File: src/rtl/cisr_pkg.sv
// Constants and state types for the charger flag and sense registers
package cisr_pkg;

	// Register offsets
	localparam logic [7:0] OFS_TIMER_FLAGS  = 8'h05;
	localparam logic [7:0] OFS_BOOST_FLAGS  = 8'h06;
	localparam logic [7:0] OFS_INPUT_SENSE  = 8'h07;
	localparam logic [7:0] OFS_BATT_SENSE   = 8'h08;
	localparam logic [7:0] OFS_TEMP_SENSE   = 8'h09;
	localparam logic [7:0] OFS_THERMAL_MASK = 8'h0a;

	// Timer flag positions
	localparam int BIT_WATCHDOG_EXPIRED = 3;
	localparam int BIT_USB_EXPIRED      = 2;
	localparam int BIT_CHARGE_EXPIRED   = 1;
	localparam int BIT_FIRST_SUMMARY    = 0;

	// Boost flag positions
	localparam int BIT_BUS_OVERLOAD_TWO = 3;
	localparam int BIT_CAP_OVERLOAD_ONE = 2;
	localparam int BIT_BUS_OVERVOLTAGE  = 1;
	localparam int BIT_BATT_OUT_WINDOW  = 0;

	// Mask register layout and reset values
	localparam logic [7:0] MASK_WRITABLE   = 8'h3d;
	localparam logic [7:0] MASK_THERMAL    = 8'h3c;
	localparam logic [7:0] MASK_BUS_RANGE  = 8'h01;
	localparam logic [7:0] MASK_RST_VALUE  = 8'h00;
	localparam logic [7:0] READ_UNMAPPED   = 8'h00;

	// Live comparator vector layout
	localparam int LIVE_W       = 19;
	localparam int LIVE_IN_LSB  = 0;
	localparam int LIVE_BAT_LSB = 6;
	localparam int LIVE_TMP_LSB = 12;
	localparam int LIVE_BST_LSB = 16;

	// Timing
	localparam longint unsigned SYS_CLK_HZ         = 64'd50_000_000;
	localparam longint unsigned WATCHDOG_TIMEOUT_S = 64'd32;
	localparam longint unsigned USB_TIMEOUT_S      = 64'd2048;
	localparam longint unsigned CHARGE_TIMEOUT_S   = 64'd3600;
	localparam longint unsigned WATCHDOG_CYCLES    = WATCHDOG_TIMEOUT_S * SYS_CLK_HZ;
	localparam longint unsigned USB_CYCLES         = USB_TIMEOUT_S * SYS_CLK_HZ;
	localparam longint unsigned CHARGE_CYCLES      = CHARGE_TIMEOUT_S * SYS_CLK_HZ;
	localparam int              TIMER_W            = 38;
	localparam int              NUM_TIMERS         = 3;

	// Flag cell state
	typedef struct packed {
		logic flag;
		logic seen;
	} cisr_cell_t;

	// Register block state
	typedef struct packed {
		logic [LIVE_W-1:0]                   liveMeta;
		logic [LIVE_W-1:0]                   liveSync;
		logic [NUM_TIMERS-1:0][TIMER_W-1:0]  timerCnt;
		logic [NUM_TIMERS-1:0]               timerDone;
		logic [7:0]                          maskBits;
		logic [7:0]                          rdData;
		logic                                irq;
	} cisr_state_t;

endpackage : cisr_pkg

File: src/rtl/charger_irq_sense_regs.sv
// Timer and boost flags, live sense registers and thermal mask register
`timescale 1ns/1ps
// What this block does
// Watchdog expiry latches timer flag bit three
// USB timer expiry latches timer flag bit two
// Charge timer expiry latches timer flag bit one
// Bit zero mirrors first register pending
// Boost bits three, two flag overload levels
// Boost bit one flags bus overvoltage
// Boost bit zero flags battery outside window
// Input sense shows live input comparators
// Input sense bit two shows charger present
// Battery sense shows live battery comparators
// Battery bit one shows current above end
// Temperature sense shows live die comparisons
// Thermal mask bits writable, mode entry keeps
// Bus range mask writable, boost mode entry clears
// Global mask high blocks every interrupt
// One-read flag clears on first read
// Two-read flag clears after condition gone
// Mask keeps flag from interrupt, flag latches
module charger_irq_sense_regs #(
	parameter logic [cisr_pkg::TIMER_W-1:0] WATCHDOG_LIMIT =
		cisr_pkg::TIMER_W'(cisr_pkg::WATCHDOG_CYCLES),
	parameter logic [cisr_pkg::TIMER_W-1:0] USB_LIMIT =
		cisr_pkg::TIMER_W'(cisr_pkg::USB_CYCLES),
	parameter logic [cisr_pkg::TIMER_W-1:0] CHARGE_LIMIT =
		cisr_pkg::TIMER_W'(cisr_pkg::CHARGE_CYCLES)
) (
	input  wire logic       sys_clk,
	input  wire logic       rst,
	// Register port
	input  wire logic [7:0] regAddr,
	input  wire logic       regWrEn,
	input  wire logic       regRdEn,
	input  wire logic [7:0] regWrData,
	output logic      [7:0] regRdData,
	// Reset events from the charger state logic
	input  wire logic       offState,
	input  wire logic       registerReset,
	input  wire logic       timer_reset_event,
	input  wire logic       boost_mode_entry,
	input  wire logic       charge_mode_entry,
	input  wire logic       boostStartup,
	// Timer control
	input  wire logic       watchdogRun,
	input  wire logic       watchdogKick,
	input  wire logic       usbTimerRun,
	input  wire logic       usbTimerRestart,
	input  wire logic       chargeTimerRun,
	input  wire logic       chargeTimerRestart,
	// Live analog comparators
	input  wire logic       input_lockout_live,
	input  wire logic       input_above_bus_range_live,
	input  wire logic       input_below_bus_range_live,
	input  wire logic       input_detect_live,
	input  wire logic       charger_present_live,
	input  wire logic       bus_overload_live,
	input  wire logic       battery_overvoltage_live,
	input  wire logic       recharge_level_live,
	input  wire logic       reconnect_level_live,
	input  wire logic       precharge_level_live,
	input  wire logic       safe_level_live,
	input  wire logic       above_end_current_live,
	input  wire logic       die_shutdown_live,
	input  wire logic       die_second_threshold_live,
	input  wire logic       die_first_threshold_live,
	input  wire logic       die_warning_live,
	input  wire logic       capOverloadLive,
	input  wire logic       busOvervoltageLive,
	input  wire logic       batteryOutOfWindowLive,
	// Rest of the interrupt logic
	input  wire logic       first_charger_irq_summary,
	input  wire logic [5:0] statusFlags,
	input  wire logic [3:0] timerIrqMask,
	input  wire logic [3:0] boostIrqMask,
	input  wire logic       globalIrqMask,
	output logic      [7:0] thermalBusMask,
	output logic      [3:0] timerFlags,
	output logic      [3:0] boostFlags,
	output logic            irqRequest
);
	import cisr_pkg::*;

	cisr_state_t state_ff;
	cisr_state_t nxt_state;

	logic [LIVE_W-1:0]     liveRaw;
	logic [NUM_TIMERS-1:0] timerRun;
	logic [NUM_TIMERS-1:0] timerRestart;
	logic [NUM_TIMERS-1:0] timerExpire;
	logic [NUM_TIMERS-1:0] timerFlagBits;
	logic [3:0]            boostSet;
	logic [3:0]            boostClr;
	localparam logic [3:0] BOOST_DUAL = 4'hb;
	logic [3:0]            boostFlagBits;
	logic                  timerFlagClr;
	logic                  rdTimer;
	logic                  rdBoost;
	logic [7:0]            inputSense;
	logic [7:0]            batterySense;
	logic [7:0]            tempSense;
	logic [7:0]            timerReg;
	logic [7:0]            boostReg;
	logic [NUM_TIMERS-1:0][TIMER_W-1:0] timerLimit;

	// Address match on a strobe
	function automatic logic hit(input logic strobe, input logic [7:0] addr,
			input logic [7:0] ofs);
		hit = strobe && (addr == ofs);
	endfunction : hit

	// Comparator inputs gathered for synchronising
	assign liveRaw[LIVE_IN_LSB+5]  = input_lockout_live;
	assign liveRaw[LIVE_IN_LSB+4]  = input_above_bus_range_live;
	assign liveRaw[LIVE_IN_LSB+3]  = input_below_bus_range_live;
	assign liveRaw[LIVE_IN_LSB+2]  = input_detect_live;
	assign liveRaw[LIVE_IN_LSB+1]  = charger_present_live;
	assign liveRaw[LIVE_IN_LSB+0]  = bus_overload_live;
	assign liveRaw[LIVE_BAT_LSB+5] = battery_overvoltage_live;
	assign liveRaw[LIVE_BAT_LSB+4] = recharge_level_live;
	assign liveRaw[LIVE_BAT_LSB+3] = reconnect_level_live;
	assign liveRaw[LIVE_BAT_LSB+2] = precharge_level_live;
	assign liveRaw[LIVE_BAT_LSB+1] = safe_level_live;
	assign liveRaw[LIVE_BAT_LSB+0] = above_end_current_live;
	assign liveRaw[LIVE_TMP_LSB+3] = die_shutdown_live;
	assign liveRaw[LIVE_TMP_LSB+2] = die_second_threshold_live;
	assign liveRaw[LIVE_TMP_LSB+1] = die_first_threshold_live;
	assign liveRaw[LIVE_TMP_LSB+0] = die_warning_live;
	assign liveRaw[LIVE_BST_LSB+2] = capOverloadLive;
	assign liveRaw[LIVE_BST_LSB+1] = busOvervoltageLive;
	assign liveRaw[LIVE_BST_LSB+0] = batteryOutOfWindowLive;

	// Live sense registers, no reset of their own
	assign inputSense = {state_ff.liveSync[LIVE_IN_LSB+5], 1'b0,
		state_ff.liveSync[LIVE_IN_LSB+4:LIVE_IN_LSB+3],
		state_ff.liveSync[LIVE_IN_LSB+2],
		state_ff.liveSync[LIVE_IN_LSB+1],
		state_ff.liveSync[LIVE_IN_LSB+0], 1'b0};
	assign batterySense = {1'b0,
		state_ff.liveSync[LIVE_BAT_LSB+5:LIVE_BAT_LSB+1],
		state_ff.liveSync[LIVE_BAT_LSB+0], 1'b0};
	assign tempSense = {4'h0,
		state_ff.liveSync[LIVE_TMP_LSB+3:LIVE_TMP_LSB]};

	// Timers: index 0 charge, 1 usb, 2 watchdog
	assign timerLimit   = {WATCHDOG_LIMIT, USB_LIMIT, CHARGE_LIMIT};
	assign timerRun     = {watchdogRun, usbTimerRun, chargeTimerRun};
	assign timerRestart = {watchdogKick, usbTimerRestart, chargeTimerRestart};

	genvar gi;
	generate
		for (gi = 0; gi < NUM_TIMERS; gi++) begin : g_expire
			assign timerExpire[gi] = timerRun[gi] && !state_ff.timerDone[gi]
				&& !timerRestart[gi] && !timer_reset_event
				&& (state_ff.timerCnt[gi] == timerLimit[gi] - TIMER_W'(1));
		end
	endgenerate

	// Read strobes for the clear-on-read registers
	assign rdTimer = hit(regRdEn, regAddr, OFS_TIMER_FLAGS);
	assign rdBoost = hit(regRdEn, regAddr, OFS_BOOST_FLAGS);

	// Timer flags share one clear condition
	assign timerFlagClr = offState | registerReset | timer_reset_event
		| boost_mode_entry;

	generate
		for (gi = 0; gi < NUM_TIMERS; gi++) begin : g_timer_flag
			cisr_flag_cell #(
				.DUAL_READ (1'b0)
			) u_flag (
				.sys_clk  (sys_clk),
				.rst      (rst),
				.setCond  (timerExpire[gi]),
				.clrEvent (timerFlagClr),
				.rdStrobe (rdTimer),
				.flag     (timerFlagBits[gi])
			);
		end
	endgenerate

	// Boost flag sources and clears
	assign boostSet[BIT_BUS_OVERLOAD_TWO] = state_ff.liveSync[LIVE_IN_LSB+0];
	assign boostSet[BIT_CAP_OVERLOAD_ONE] = state_ff.liveSync[LIVE_BST_LSB+2];
	assign boostSet[BIT_BUS_OVERVOLTAGE]  = state_ff.liveSync[LIVE_BST_LSB+1];
	assign boostSet[BIT_BATT_OUT_WINDOW]  = state_ff.liveSync[LIVE_BST_LSB+0];

	assign boostClr[BIT_BUS_OVERLOAD_TWO] = offState | registerReset
		| charge_mode_entry | boostStartup;
	assign boostClr[BIT_CAP_OVERLOAD_ONE] = offState | registerReset
		| charge_mode_entry;
	assign boostClr[BIT_BUS_OVERVOLTAGE]  = offState | registerReset
		| charge_mode_entry;
	assign boostClr[BIT_BATT_OUT_WINDOW]  = offState | registerReset
		| charge_mode_entry;

	// Only the capacitor overload flag clears on one read
	generate
		for (gi = 0; gi < 4; gi++) begin : g_boost_flag
			cisr_flag_cell #(
				.DUAL_READ (BOOST_DUAL[gi])
			) u_flag (
				.sys_clk  (sys_clk),
				.rst      (rst),
				.setCond  (boostSet[gi]),
				.clrEvent (boostClr[gi]),
				.rdStrobe (rdBoost),
				.flag     (boostFlagBits[gi])
			);
		end
	endgenerate

	// Register images
	always_comb begin
		timerReg = 8'h00;
		timerReg[BIT_WATCHDOG_EXPIRED] = timerFlagBits[2];
		timerReg[BIT_USB_EXPIRED]      = timerFlagBits[1];
		timerReg[BIT_CHARGE_EXPIRED]   = timerFlagBits[0];
		timerReg[BIT_FIRST_SUMMARY]    = first_charger_irq_summary;
		boostReg = {4'h0, boostFlagBits};
	end

	// Next state
	always_comb begin
		nxt_state = state_ff;

		// Two-flop synchroniser for the comparators
		nxt_state.liveMeta = liveRaw;
		nxt_state.liveSync = state_ff.liveMeta;

		// Timers count while running, stop after expiry
		for (int i = 0; i < NUM_TIMERS; i++) begin
			if (timerRestart[i] || timer_reset_event || offState || registerReset) begin
				nxt_state.timerCnt[i]  = '0;
				nxt_state.timerDone[i] = 1'b0;
			end else if (timerExpire[i]) begin
				nxt_state.timerCnt[i]  = '0;
				nxt_state.timerDone[i] = 1'b1;
			end else if (timerRun[i] && !state_ff.timerDone[i]) begin
				nxt_state.timerCnt[i] = state_ff.timerCnt[i] + TIMER_W'(1);
			end
		end

		// Thermal and bus range mask register
		if (hit(regWrEn, regAddr, OFS_THERMAL_MASK)) begin
			nxt_state.maskBits = regWrData & MASK_WRITABLE;
		end
		if (offState || registerReset) begin
			nxt_state.maskBits = MASK_RST_VALUE;
		end else if (boost_mode_entry) begin
			nxt_state.maskBits = nxt_state.maskBits & ~MASK_BUS_RANGE;
		end

		// Read data captured before the read clears flags
		if (regRdEn) begin
			unique case (regAddr)
				OFS_TIMER_FLAGS:  nxt_state.rdData = timerReg;
				OFS_BOOST_FLAGS:  nxt_state.rdData = boostReg;
				OFS_INPUT_SENSE:  nxt_state.rdData = inputSense;
				OFS_BATT_SENSE:   nxt_state.rdData = batterySense;
				OFS_TEMP_SENSE:   nxt_state.rdData = tempSense;
				OFS_THERMAL_MASK: nxt_state.rdData = state_ff.maskBits;
				default:          nxt_state.rdData = READ_UNMAPPED;
			endcase
		end

		// Interrupt request, masked flags still latch
		nxt_state.irq = !globalIrqMask && (
			|(timerReg[3:1] & ~timerIrqMask[3:1]) ||
			|(boostReg[3:0] & ~boostIrqMask) ||
			|({2'b00, statusFlags} & ~state_ff.maskBits
				& (MASK_THERMAL | MASK_BUS_RANGE)));
	end

	always_ff @(posedge sys_clk or posedge rst) begin
		if (rst) begin
			state_ff          <= '0;
			state_ff.maskBits <= MASK_RST_VALUE;
		end else begin
			state_ff <= nxt_state;
		end
	end

	assign regRdData      = state_ff.rdData;
	assign thermalBusMask = state_ff.maskBits;
	assign timerFlags     = timerReg[3:0];
	assign boostFlags     = boostReg[3:0];
	assign irqRequest     = state_ff.irq;

endmodule : charger_irq_sense_regs

File: src/rtl/cisr_flag_cell.sv
// One latched interrupt flag, cleared by one read or by two reads
`timescale 1ns/1ps
module cisr_flag_cell #(
	parameter bit DUAL_READ = 1'b0
) (
	input  wire logic sys_clk,
	input  wire logic rst,
	input  wire logic setCond,
	input  wire logic clrEvent,
	input  wire logic rdStrobe,
	output logic      flag
);
	import cisr_pkg::*;

	cisr_cell_t cell_ff;
	cisr_cell_t nxt_cell;

	always_comb begin
		nxt_cell = cell_ff;
		if (DUAL_READ) begin
			if (setCond) begin
				// Condition still present keeps flag, read only arms it
				nxt_cell.flag = 1'b1;
				nxt_cell.seen = cell_ff.seen | rdStrobe;
			end else if (clrEvent) begin
				nxt_cell = '0;
			end else if (rdStrobe && cell_ff.flag) begin
				if (cell_ff.seen) begin
					nxt_cell = '0;
				end else begin
					nxt_cell.seen = 1'b1;
				end
			end
		end else begin
			nxt_cell.seen = 1'b0;
			if (setCond) begin
				nxt_cell.flag = 1'b1;
			end else if (clrEvent || rdStrobe) begin
				nxt_cell.flag = 1'b0;
			end
		end
	end

	always_ff @(posedge sys_clk or posedge rst) begin
		if (rst) begin
			cell_ff <= '0;
		end else begin
			cell_ff <= nxt_cell;
		end
	end

	assign flag = cell_ff.flag;

endmodule : cisr_flag_cell

File: config.mk
export PLATFORM = sky130hd
export DESIGN_NAME = charger_irq_sense_regs
export DESIGN_NICKNAME = d
export VERILOG_FILES = /design/src/rtl/cisr_pkg.sv /design/src/rtl/charger_irq_sense_regs.sv /design/src/rtl/cisr_flag_cell.sv
export SDC_FILE = /design/constraint.sdc
export NUM_CORES = 1
export LEC_CHECK = 0
export ABC_AREA = 1
export BUFFER_PORTS_ARGS = -buffer_cell sky130_fd_sc_hd__buf_2
export CAP_MARGIN = 20
export CORE_MARGIN = 5
export CORE_UTILIZATION = 30
export DETAILED_ROUTE_END_ITERATION = 16
export GPL_ROUTABILITY_DRIVEN = 0
export PLACE_DENSITY = 0.46
export SLEW_MARGIN = 20
export SYNTH_ARGS = -nofsm -noshare
export SYNTH_HDL_FRONTEND = slang
export SYNTH_SLANG_ARGS = --single-unit
File: constraint.sdc
create_clock -name sys_clk -period 14.85 [get_ports sys_clk]
set_clock_uncertainty 0.05 [all_clocks]
set_input_delay 0 -clock sys_clk [delete_from_list [all_inputs] [get_ports sys_clk]]
set_output_delay 0 -clock sys_clk [all_outputs]
set_load 0.005 [all_outputs]
-- Word level (Yosys, flattened, before mapping)
Cells that the tools add are included.
- bits in latches: 0
- logic and storage cells: 152
- memories kept: 0
- memory bits (writable): 0
- input port bits: 67
- output and inout bits: 25
- register bits after elaboration: 182
- bits in read-only memories: 0
- shift operators: 0
- $lt $le $gt $ge: 0
- multipliers: 0
- multiplexer cells: 40
- equal/unequal tests: 9
- div/mod/pow operators: 0
- $add $sub $neg: 3
- reductions and logical operators: 64
- bitwise logic cells: 14
- operator list (operator ; count):
    $mux W38 ; 9
    $add A38 B1 Y38 const B ; 3
    $pmux W8 S6 ; 1
    $eq A38 B31 Y1 const B ; 1
    $eq A38 B37 Y1 const B ; 1
    $eq A38 B38 Y1 const B ; 1
    $reduce_bool A3 Y1 ; 10
    $eq A8 B3 Y1 const B ; 3
    $eq A8 B4 Y1 const B ; 3
    $logic_and A1 B1 Y1 ; 19
    $mux W1 ; 19
    $mux W2 ; 9
    $mux W8 ; 2
    $logic_or A1 B1 Y1 ; 14
    $reduce_bool A2 Y1 ; 7
    $logic_not A1 Y1 ; 8
    $or A1 B1 Y1 ; 8
    $and A6 B6 Y6 ; 1
    $not A6 Y6 ; 1
    $reduce_and A2 Y1 ; 3
    $reduce_or A5 Y1 ; 1
    $and A4 B4 Y4 ; 1
    $not A4 Y4 ; 1
    $reduce_or A4 Y1 ; 1
    3 further kinds ; 3

-- Logic depth before layout (Yosys ltp)
Gate-level depths: netlist of run 1.
- depth in word-level cells: 7
- gate-level depth with buffers: 12
- mapped depth without buffers: 11

-- Modules after synthesis
From an unflattened synthesis of run 1, not the netlist that was laid out.
- cells, all modules: 1403
- area total of the unflattened synthesis: 10207.3 um2
- modules (own cells, without submodules) (module ; cells each ; instances ; area an instance (um2) ; sequential area each (um2)):
    charger_irq_sense_regs ; 1333 ; 1 ; 9689.3 ; 4229.1
    cisr_flag_cell at g_boost_flag[0].u_flag ... ; 14 ; 3 ; 107.6 ; 50.0
    cisr_flag_cell at g_boost_flag[2].u_flag ... ; 7 ; 4 ; 48.8 ; 25.0

-- Least setup slack after synthesis of run 1
Ideal clock, no wire load.
- path kind: register to register
- from: register state_ff[20] (netlist bit)
- to: register state_ff[42] (netlist bit)
- buffers on the path: 1
- required time: 14.680 ns
- arrival: 1.416 ns
- library setup time: 0.120 ns
- cell stages (with the launch flop): 10
- period minus slack after synthesis: 1.586 ns
- slack: 13.264 ns
- cell sequence: dfrtp_1 > ha_1 > inv_1 > nor2_2 > nand2_1 > nor2_1 > nand3_2 > nand2_4 > buf_6 > nor2_1
- cells in the longest elaborated chain, start to end: 4
- elaborated cells between the ends (all ways): 7
- classes of those cells: add/sub (1); eq/ne (1); mux (3); reduce/logical (2)
- RTL lines (element ; line ; text):
    start: declaration ; charger_irq_sense_regs.sv:85 ; cisr_state_t state_ff;
    start signal: assignment ; charger_irq_sense_regs.sv:281 ; state_ff <= nxt_state;
    $add A38 B1 Y38 or $eq A38 B38 Y1 (tied branches) ; charger_irq_sense_regs.sv:241, charger_irq_sense_regs.sv:156 ;
    $mux W38 or $logic_and A1 B1 Y1 (tied branches) ; charger_irq_sense_regs.sv:240, charger_irq_sense_regs.sv:156 ;
    $mux W38 ; charger_irq_sense_regs.sv:237 ; end else if (timerExpire[i]) begin
    $mux W38 ; charger_irq_sense_regs.sv:234 ; if (timerRestart[i] || timer_reset_event || offState || registerReset) begin
Parallel ways exist; a longest one is shown, timed or not. The select of a mux whose other input is x is not followed.
A chain may end at the register's enable or synchronous reset.

-- Worst setup path after layout of run 1
- from: register state_ff[19] (netlist bit)
- to: register state_ff[129] (netlist bit)
- cells in the longest elaborated chain, start to end: 7
- elaborated cells between the ends (all ways): 8
- classes of those cells: mux (2); reduce/logical (6)
- RTL lines (element ; line ; text):
    $logic_not A1 Y1 (*) ; charger_irq_sense_regs.sv:154, charger_irq_sense_regs.sv:240 ;
    $logic_and A1 B1 Y1 (*) ; charger_irq_sense_regs.sv:154, charger_irq_sense_regs.sv:240 ;
    $logic_and A1 B1 Y1 (2 in series) ; charger_irq_sense_regs.sv:155 ; && !timerRestart[gi] && !timer_reset_event
    $logic_and A1 B1 Y1 ; charger_irq_sense_regs.sv:156 ; && (state_ff.timerCnt[gi] == timerLimit[gi] - TIMER_W'(1));
    $mux W38 ; charger_irq_sense_regs.sv:237 ;
    $mux W38 ; charger_irq_sense_regs.sv:234 ;
Mark *: on every way between the ends. The rest lies on a longest branch, timed or not.

==> results of run 1 <==
through the flow:
| step | utilization, % | hold slack, ps | cells | total power (W) | worst slack, ps |
|---|---|---|---|---|---|
| finish | 35.56 | 34.33 | 1932 | 0.001009 | 12530 |
| global route | 35.56 | 13.89 | 1932 | 0.001053 | 12340 |
| CTS | 35.54 | 10.62 | 1932 | 0.001025 | 12530 |
| detailed placement | 32.36 | 61.48 | 1853 | 0.0005503 | 12560 |
| global placement | 32.36 | 59.49 | 1853 | 0.0005504 | 12530 |
| floorplan | - | -18.57 | 1360 | 0.0005312 | 9941 |
cell usage after synthesis, drive strengths merged:
| cell | instances | area (µm²) |
|---|---|---|
| nor3b | 2 | 20.02 |
| clkbuf | 2 | 7.510 |
| a21o | 1 | 7.510 |
| nor4 | 3 | 25.02 |
| conb | 1 | 3.750 |
| o211ai | 3 | 22.52 |
| a31o | 1 | 8.760 |
| nand2 | 345 | 1345 |
| nand3 | 116 | 605.6 |
| nand3b | 3 | 22.52 |
| nor3 | 41 | 259.0 |
| or2 | 5 | 31.28 |
| ha | 3 | 37.54 |
| o31ai | 1 | 7.510 |
| o21bai | 8 | 60.06 |
| a41oi | 1 | 8.760 |
| and2 | 4 | 25.02 |
| xor2 | 35 | 306.5 |
| o22ai | 4 | 25.02 |
| xnor2 | 20 | 175.2 |
| a211oi | 1 | 7.510 |
| dfrtp | 179 | 4479 |
| buf | 37 | 300.3 |
| and3 | 1 | 6.260 |
| a21oi | 16 | 83.83 |
| nand4 | 45 | 296.5 |
| o21ai | 30 | 150.1 |
| clkinv | 1 | 3.750 |
| nor2 | 294 | 1191 |
| inv | 155 | 584.3 |
state kept, by name, summed over array words and instances, names as in the netlist:
register / count
batterySense: 6
regRdData: 8
g_boost_flag.u_flag.cell_ff: 3
nxt_state: 19
thermalBusMask: 5
boostSet: 4
state_ff: 121
g_timer_flag.u_flag.flag: 3
g_boost_flag.u_flag.flag: 4
inputSense: 5
irqRequest: 1
final cells by class:
class | instances | area [µm²] | area share [%]
sequential | 179 | 4479 | 37.76
clock inverter | 15 | 165.2 | 1.392
tap | 448 | 560.5 | 4.725
clock buffer | 17 | 425.4 | 3.586
timing repair buffer | 131 | 893.4 | 7.530
inverter | 156 | 600.6 | 5.062
multi-input combinational | 986 | 4740 | 39.95
layer usage:
metal  track usage, %  part of all wire (%)  wire, µm  vias up
li1                 -                     -         -     4497
met1            20.63                    49     13510     4091
met2            24.47                    46     12800      182
met3            2.661                   3.9      1095       21
met4            3.777                   1.5       429        0
met5                0                     0         0        -
how the worst min path moves through the flow:
stage | start | to | slack (ps)
after floorplan | bus_overload_live | nxt_state[134]$_DFF_PP0_ | -20
after global placement | reconnect_level_live | nxt_state[143]$_DFF_PP0_ | 60
after detailed placement | capOverloadLive | nxt_state[152]$_DFF_PP0_ | 60
after CTS | watchdogRun | state_ff[97]$_DFFE_PP0P_ | 10
after global routing | watchdogRun | state_ff[97]$_DFFE_PP0P_ | 10
final | watchdogRun | state_ff[96]$_DFFE_PP0P_ | 30
worst reg2reg max path, cell delays in order, from the launching register on:
cell and delay, ps:
dfrtp_1 370, inv_1 60, nand2_1 100, nand3_2 370, clkinv_1 500, nor2_1 370
nand4_1 180, nand2_1 90, nand2_1 50, nor2_1 120
placed cells by master, fill, tap and decap left out, types with 4 or more instances in the layout:
cell and count:
o22ai_1 4, nand4_1 44, o21ai_0 30, nand2_4 5, nand3_1 111, inv_8 6
a21oi_1 15, inv_1 151, dfrtp_1 179, clkinv_4 4, buf_2 83, xnor2_1 20
nor3_1 34, xor2_1 35, nand2_2 5, dlygate4sd3_1 47, nand3_2 5, o21bai_1 8
nor3_2 4, nand2_1 335, and2_1 4, nor2_1 269, nor2_2 20, nor2_4 5
clkbuf_16 17
cells by family after synthesis:
group / synth area share (%)
AOI/OAI and AO/OA: 3.776
xor gates and xnor gates: 4.766
adders and majority gates: 0.3714
buffers and inverters: 8.864
DFF: 44.32
other: 0.03710
and+or+nand+nor: 37.87
where the power goes:
part           internal (W)  leakage (nW)  switching (W)   total, W
sequential         0.000494          2.40     0.00000415   0.000499
combinational     0.0000186          2.47      0.0000308  0.0000494
clock              0.000240         0.286       0.000221   0.000461
==> impl_metrics.json, run 1 <==
{
  "worst_setup_path_end_kind": "register",
  "grt_max_degree": 142,
  "r2r_slack_ps": 12530,
  "htreeDepth": 4,
  "setup.worst_path.start": "state_ff[19]$_DFFE_PP0P_",
  "seq_area_frac_synth_pct": 44.32,
  "start_util_pct": 30.29,
  "cts_inserted_buffers": 17,
  "crit_cells": 9,
  "slowest_delay_ps": 500,
  "fin_tns_setup_ps": 0,
  "area_growth_syn_to_layout_pct": 17.38,
  "synth.distinct_cells": 46,
  "cp_slowest_cell": "clkinv_1",
  "hold_path_depth": 5,
  "leakage_nw": 5.155,
  "crit_top_cell": "nand2_1",
  "synth_warnings": 0,
  "drtIter0Drc": 559,
  "grt_setup_unrepaired": "false",
  "ios": 92,
  "path_buf_inv": 2,
  "status": "finished, final reports clean",
  "core_area_um2": 33360,
  "required_ps": 15170,
  "r2r-end": "state_ff[129]$_DFFE_PP0P_",
  "placed_area_um2": 10800,
  "num_rows": 67,
  "die_h_um": 193.6,
  "hp-class": "in2reg",
  "grt_pass1_wl_mm": 45.86,
  "clock.fmax_mhz": 430.9,
  "syn-mean-instance-area_um2": 7.443,
  "min_period_ps": 2321,
  "grt_pass1_vias": 8626,
  "path_clk_slew_ps": 80,
  "synth-seq-cells": 179,
  "worstRegToRegCells": 9,
  "cp_max_fo": 21,
  "period_share_pct": 15.63,
  "n_antenna_cell": 0,
  "crit_arrival_ps": 2640,
  "clock_latency_ps": 430,
  "wirelength_mm": 27.84,
  "cts_tree": "built",
  "fillers": 3580,
  "drcViolationCount": 0,
  "hpwl_mm": 20.76,
  "grtUsageTotal_pct": 14.95,
  "ctsResizeCount": 0,
  "vias_per_cell": 4.550,
  "root_buffer": "clkbuf_16",
  "num_vias": 8791,
  "final_nets": 1541,
  "slew_viol_final": 0,
  "cp_top_family": "simple AND/OR/NAND/NOR gates",
  "synth_cells": 1358,
  "cts_hold_repair.buffers": 47,
  "worstPathCellList": "inv_1 -> nand2_1 -> nand3_2 -> clkinv_1 -> nor2_1 -> nand4_1 -> nand2_1 -> nand2_1 -> nor2_1",
  "cts_buffer_depth": 2,
  "syn_area_um2": 10110,
  "ant_nets": 0,
  "critical_path_class": "reg2reg",
  "r2r-start": "state_ff[19]$_DFFE_PP0P_",
  "hold_violations": 0,
  "cts_setup_buffers": 0,
  "die_x_um": 193.6,
  "drv_cap": 0,
  "clock-sinks": 179,
  "port_buffers": 83,
  "antenna_found_initial": 0,
  "drive_gt1_share_pct": 11.79,
  "worstSetupEndpoint": "state_ff[129]$_DFFE_PP0P_",
  "critical_path.startpoint_type": "register",
  "tightest_slew_ps": 776.0,
  "slew_headroom_pct": 48.27,
  "die_area_um2": 37460,
  "setup_viol_count_final": 0,
  "peakVddDrop_uv": 77.11,
  "wl_per_cell_um": 14.41,
  "gr-total-overflow": 0,
  "first_pass_iters": 5,
  "p_per_area_nw_per_um2": 85.05,
  "fin_area_um2": 11860
}
Power figures use the tool's default switching activity.
==> inputs of run 2 (changes only) <==
Clock period 14.85 ns to 2.43 ns, I/O delays scaled along.
==> run 2 against run 1 <==
Compared with the run above: combinational power rose to 6.4 times the previous value; clock power grew to 6.4 times the previous value; wire length up 1.9%; setup slack got worse by 12000 ps; core utilization rose by 0.45 points; count of clock-buffer cells in the layout stayed put; sequential power increased to 6.1 times the previous value; sequential share of layout area is 0.47 points lower; first-iteration DRC count grew 4.1%; cell count up 0.62%; largest power group unchanged; highest routed layer unchanged.
==> impl_metrics.json, run 2 (synthesized netlist as in run 1, its figures left out) <==
{
  "status": "finished, final reports clean",
  "cts_tree": "built",
  "cts_inserted_buffers": 17,
  "cp_slowest_cell": "dlygate4sd3_1",
  "root_buffer": "clkbuf_16",
  "slew_viol_final": 0,
  "cp_max_fo": 25,
  "grt_max_degree": 105,
  "gr-total-overflow": 0,
  "drv_cap": 0,
  "hold_path_depth": 6,
  "clock-sinks": 179,
  "p_per_area_nw_per_um2": 523.8,
  "grtUsageTotal_pct": 15.28,
  "grt_setup_unrepaired": "false",
  "drive_gt1_share_pct": 12.43,
  "slowest_delay_ps": 640,
  "final_nets": 1553,
  "power.share.sequential_pct": 48.4,
  "die_h_um": 193.6,
  "p_int_w": 0.004569,
  "clock_latency_ps": 450,
  "port_buffers": 83,
  "peakVddDrop_uv": 512.5,
  "period_share_pct": 90.42,
  "required_ps": 2730,
  "min_period_ps": 2197,
  "core_area_um2": 33360,
  "vias_per_cell": 4.595,
  "ant_nets": 0,
  "worst_setup_path_end_kind": "register",
  "fin_tns_setup_ps": 0,
  "largest_register_ffs": 121,
  "power.total_w": 0.006293,
  "cp_top_family": "buffers and inverters",
  "critical_path.startpoint_type": "input port",
  "ios": 92,
  "clock.fmax_mhz": 455.1,
  "tightest_slew_ps": 731.0,
  "hpwl_mm": 21.27,
  "crit_cells": 12,
  "path_buf_inv": 5,
  "power_frac_comb_pct": 5.0,
  "wirelength_mm": 28.38,
  "drcViolationCount": 0,
  "leakage_nw": 5.228,
  "slew_headroom_pct": 50.97,
  "hp-class": "in2reg",
  "hold_violations": 0,
  "mostFrequentLayoutCells": "nand2_1 (335), nor2_1 (269), dfrtp_1 (179)",
  "die_x_um": 193.6,
  "start_util_pct": 30.29,
  "die_area_um2": 37460,
  "crit_arrival_ps": 2500,
  "num_vias": 8932,
  "worstRegToRegCells": 6,
  "area_growth_syn_to_layout_pct": 18.85,
  "p_switching_w": 0.001723,
  "htreeDepth": 4,
  "wl_per_cell_um": 14.60,
  "first_pass_iters": 5,
  "num_rows": 67,
  "antenna_found_initial": 0,
  "path_clk_slew_ps": 90,
  "grt_pass1_vias": 8768,
  "grt_pass1_wl_mm": 46.62,
  "p_sw_share_pct": 27.39,
  "setup_viol_count_final": 0,
  "regMostFlops": "state_ff",
  "final_common_cell": "nand2_1",
  "worstPathCellList": "dlygate4sd3_1 -> buf_2 -> nor2_1 -> nand2_4 -> dlygate4sd3_1 -> inv_4 -> nand2_8 -> nand2_1 -> inv_1 -> nand3_1 -> xor2_1 -> nor2_1",
  "drtIter0Drc": 582,
  "n_antenna_cell": 0,
  "critical_path_class": "in2reg",
  "cts_buffer_depth": 2,
  "power_frac_clock_pct": 46.6
}
run 2: cell types whose count changed in the layout (fill, tap and decap cells not counted), sizes merged:
cell         change
bufinv           -1
clkinvlp         -1
clkinv           +2
dlygate4sd3      +1
buf             +11
run 2: worst paths after layout:
kind                                          startpoint                         to  slack (ps)
min reg2reg                     nxt_state[144]$_DFF_PP0_  batterySense[5]$_DFF_PP0_         300
min in group asynchronous                            rst  state_ff[126]$_DFFE_PP0P_         190
max reg2reg                thermalBusMask[3]$_DFFE_PP0P_       irqRequest$_DFF_PP0_         280
min                                           regAddr[1]   regRdData[4]$_DFFE_PP0P_          60
max                                   chargeTimerRestart   state_ff[29]$_DFFE_PP0P_         230
max in group asynchronous                            rst  batterySense[1]$_DFF_PP0_        1490
run 2: final cells by class:
cell class	count	area, µm²
clock inverters	15	203.9
clock buffers	17	425.4
flip-flops and latches	179	4479
inverters	156	591.8
repair buffers	143	998.5
well taps	448	560.5
multi-input cells	986	4753
fillers	3619	21350
run 2: stage by stage:
| stage | hold slack, ps | setup WS (ps) | instances | utilization [%] | cell area, µm² |
|---|---|---|---|---|---|
| 3_3_place_gp | 58.94 | 479.5 | 1863 | 32.61 | 10880 |
| 5_1_grt | 89.05 | 109.5 | 1944 | 36.00 | 12010 |
| 2_1_floorplan | -18.57 | 85.40 | 1360 | - | 10120 |
| 6_report | 57.27 | 232.7 | 1944 | 36.00 | 12010 |
| 3_5_place_dp | 59.33 | 442.2 | 1863 | 32.61 | 10880 |
| 4_1_cts | 20.03 | 95.50 | 1943 | 35.94 | 11990 |
run 2: power by group through the flow:
stage | combinational, W | clock, W | sequential, W
after floorplan | 0.000150 | 0 | 0.00310
after global placement | 0.000267 | 0 | 0.00310
after detailed placement | 0.000268 | 0 | 0.00311
after CTS | 0.000323 | 0.00304 | 0.00305
after global routing | 0.000356 | 0.00314 | 0.00305
final | 0.000316 | 0.00293 | 0.00305
run 2: layer usage:
metal  vias up  routed length, µm  track usage (%)
met3        34               1077            2.783
met4         0                465            4.563
met1      4211              13550            20.78
met2       162              13290            24.96
met5         -                  0                0
li1       4525                  -                -
run 2: repair_timing:
item,in CTS,in global routing
resized for setup,0,2
setup buffers,0,1
hold buffers,48,0
endpoints found under the hold margin,204,0
setup endpoints to repair,0,3
run 2: worst reg2reg max path: stages, from the launching register on:
cell and delay (ps):
dfrtp_1 360, inv_1 120, nand2_1 90, nand2_1 50
a211oi_1 580, a41oi_1 190, dlygate4sd3_1 610
==> inputs of run 3 (changes only) <==
Settings changed: ABC_AREA 1 to 0.
==> run 3 against run 2 <==
Compared with the run above: global-route usage down 1.5 points; worst hold slack worse by 4.6 ps; power down 2.0%; highest routed layer unchanged; non-clock buffer count up 16; die area down 13%.
==> impl_metrics.json, run 3 <==
{
  "synth_most_common_cell": "dfrtp_1",
  "grt_pass1_wl_mm": 37.40,
  "drtIter0Drc": 393,
  "required_ps": 2690,
  "grt_setup_unrepaired": "false",
  "hold_violations": 0,
  "ios": 92,
  "multi_input_area_um2": 3791,
  "mostFrequentLayoutCells": "dfrtp_1 (178), nor2_1 (112), buf_2 (83)",
  "setup_ws_ps": 176.6,
  "r2r_slack_ps": 180,
  "p_int_w": 0.004731,
  "area_growth_syn_to_layout_pct": 21.52,
  "drcViolationCount": 0,
  "r2r-start": "state_ff[67]$_DFFE_PP0P_",
  "hp-start": "offState",
  "gr-total-overflow": 0,
  "cp_max_fo": 10,
  "placed_area_um2": 9568,
  "synthArstFlopShare_pct": 100.0,
  "num_rows": 62,
  "hpwl_mm": 15.18,
  "die_h_um": 180.6,
  "stdcell_count": 1404,
  "synth-seq-cells": 179,
  "synth-main-ff-cell": "dfrtp_1",
  "crit_arrival_ps": 2520,
  "setup_viol_count_final": 0,
  "fillers": 2931,
  "drive_gt1_share_pct": 15.80,
  "min_period_ps": 2253,
  "worst_setup_path_end_kind": "register",
  "r2r-end": "state_ff[59]$_DFFE_PP0P_",
  "p_sw_share_pct": 23.29,
  "wl_per_cell_um": 15.84,
  "worstRegToRegCells": 8,
  "dpl.cell_count": 1328,
  "clock.fmax_mhz": 443.8,
  "drv_cap": 0,
  "critical_path.startpoint_type": "input port",
  "post-place-ws_ps": 241.5,
  "htreeDepth": 4,
  "p_switching_w": 0.001437,
  "ant_nets": 0,
  "hold_slack_ps": 52.65,
  "final_common_cell": "dfrtp_1",
  "slew_viol_final": 0,
  "fin_tns_setup_ps": 0,
  "clock_latency_ps": 430,
  "hold_path_depth": 4,
  "vias_per_cell": 4.885,
  "root_buffer": "clkbuf_16",
  "grt_pass1_vias": 6976,
  "first_pass_iters": 5,
  "cts_buffer_depth": 2,
  "slew_headroom_pct": 43.06,
  "die_x_um": 180.6,
  "largest_register_ffs": 121,
  "power_frac_clock_pct": 46.0,
  "port_buffers": 83,
  "start_util_pct": 30.41,
  "hp-class": "in2reg",
  "power.share.sequential_pct": 49.3,
  "regMostFlops": "state_ff",
  "syn-mean-instance-area_um2": 9.861,
  "antenna_found_initial": 1,
  "synth-edff-count": 0,
  "cts_setup_buffers": 0,
  "period_share_pct": 92.73,
  "critical_path_class": "in2reg",
  "path_clk_slew_ps": 80,
  "p_per_area_nw_per_um2": 581.6,
  "seqCellArea_um2": 4481,
  "grtUsageTotal_pct": 13.82,
  "seq_area_frac_synth_pct": 51.33,
  "cts_tree": "built",
  "cts_inserted_buffers": 17,
  "die_area_um2": 32600,
  "clock-sinks": 179,
  "synthTopCellsByCount": "dfrtp_1 (179), nor2_1 (112), nand4_1 (52), nand2_1 (51), xnor2_1 (50)",
  "synth.distinct_cells": 56,
  "synth_cells": 885,
  "status": "finished, final reports clean",
  "peakVddDrop_uv": 435.8,
  "syn_area_um2": 8727,
  "final_nets": 1076,
  "grt_max_degree": 145,
  "tightest_slew_ps": 854.1,
  "wirelength_mm": 22.24,
  "leakage_nw": 4.235,
  "core_area_um2": 28700,
  "yosysTopAreaCell": "dfrtp_1",
  "synth_warnings": 0,
  "fin_area_um2": 10610,
  "yosys-top-cells-area": "dfrtp_1 (51%), xnor2_1 (5.0%), nor2_1 (4.8%), xor2_1 (4.1%), nand4_1 (3.7%)",
  "power_frac_comb_pct": 4.8,
  "synth_top_area_share_pct": 51.33,
  "min_to": "state_ff[96]$_DFFE_PP0P_",
  "num_vias": 6859
}
-- run 3: cell count changes in the layout (fill, tap and decap cells not counted), sizes merged, moves of 21 or more --
cell   previous run  this run
buf              95       116
inv             162        40
nand2           345        52
nand3           116        42
nor2            294       112
nor4              3        32
xnor2            20        50
-- run 3: area by class of cell --
type                       instances  share of cell area, %
timing repair buffer             159                  10.55
multi-input combinational        614                  35.75
clock buffer                      20                  4.306
tap                              384                  4.530
clock inverter                    12                  1.321
sequential                       179                  42.25
antenna                            1                0.02360
inverter                          35                  1.274
-- run 3: critical path, stage by stage --
cell and delay (ps):
dlygate4sd3_1 520, buf_2 210, inv_1 150, nor2_1 300
and3_1 470, mux2i_1 230, nor3_1 60, dlygate4sd3_1 570
-- run 3: worst max path at each step --
stage / from / to / cells after the start
after floorplan: rst / batterySense[1]$_DFF_PP0_ / 1
after global placement: state_ff[101]$_DFFE_PP0P_ / state_ff[131]$_DFFE_PP0P_ / 6
after detailed placement: state_ff[101]$_DFFE_PP0P_ / state_ff[131]$_DFFE_PP0P_ / 6
after CTS: state_ff[66]$_DFFE_PP0P_ / state_ff[59]$_DFFE_PP0P_ / 8
after global routing: state_ff[58]$_DFFE_PP0P_ / state_ff[59]$_DFFE_PP0P_ / 8
final: regAddr[1] / thermalBusMask[0]$_DFFE_PP0P_ / 8
-- run 3: power groups by stage --
| stage | Combinational, W | Sequential [W] | Clock (W) |
|---|---|---|---|
| 2_1_floorplan | 0.000136 | 0.00309 | 0 |
| 3_3_place_gp | 0.000251 | 0.00310 | 0 |
| 3_5_place_dp | 0.000251 | 0.00310 | 0 |
| 4_1_cts | 0.000303 | 0.00304 | 0.00293 |
| 5_1_grt | 0.000332 | 0.00304 | 0.00304 |
| 6_report | 0.000295 | 0.00304 | 0.00283 |
-- run 3: cell families (layout without fill, tap and decap cells) --
logic type	Yosys count	count (layout)	synth area share, %
xor gates and xnor gates	91	91	9.133
muxes	8	8	0.9176
and+or+nand+nor	410	410	25.22
AOI/OAI and AO/OA	99	99	7.541
adders and majority gates	3	3	0.4302
buffers and inverters	94	226	5.391
DFF	179	179	51.33
other	1	4	0.04297
-- run 3: metrics by stage --
| stage | power (W) | utilization, % |
|---|---|---|
| 2_1_floorplan | 0.003226 | - |
| 3_3_place_gp | 0.003347 | 33.33 |
| 3_5_place_dp | 0.003348 | 33.33 |
| 4_1_cts | 0.006271 | 36.91 |
| 5_1_grt | 0.006418 | 36.95 |
| 6_report | 0.006168 | 36.95 |
-- run 3: layer usage --
metal  GRT usage (%)  wire (µm)  part of all wire [%]
met5               0          0                     0
met4           3.206        227                   1.0
met3           2.725        648                   2.9
met2           21.60      10090                    45
met1           19.88      11270                    51
-- run 3: timing repair --
item | CTS | global route
gates resized for setup | 0 | 2
hold buffers | 43 | 0
endpoints found under the setup margin | 0 | 1
hold endpoints to repair | 230 | 0
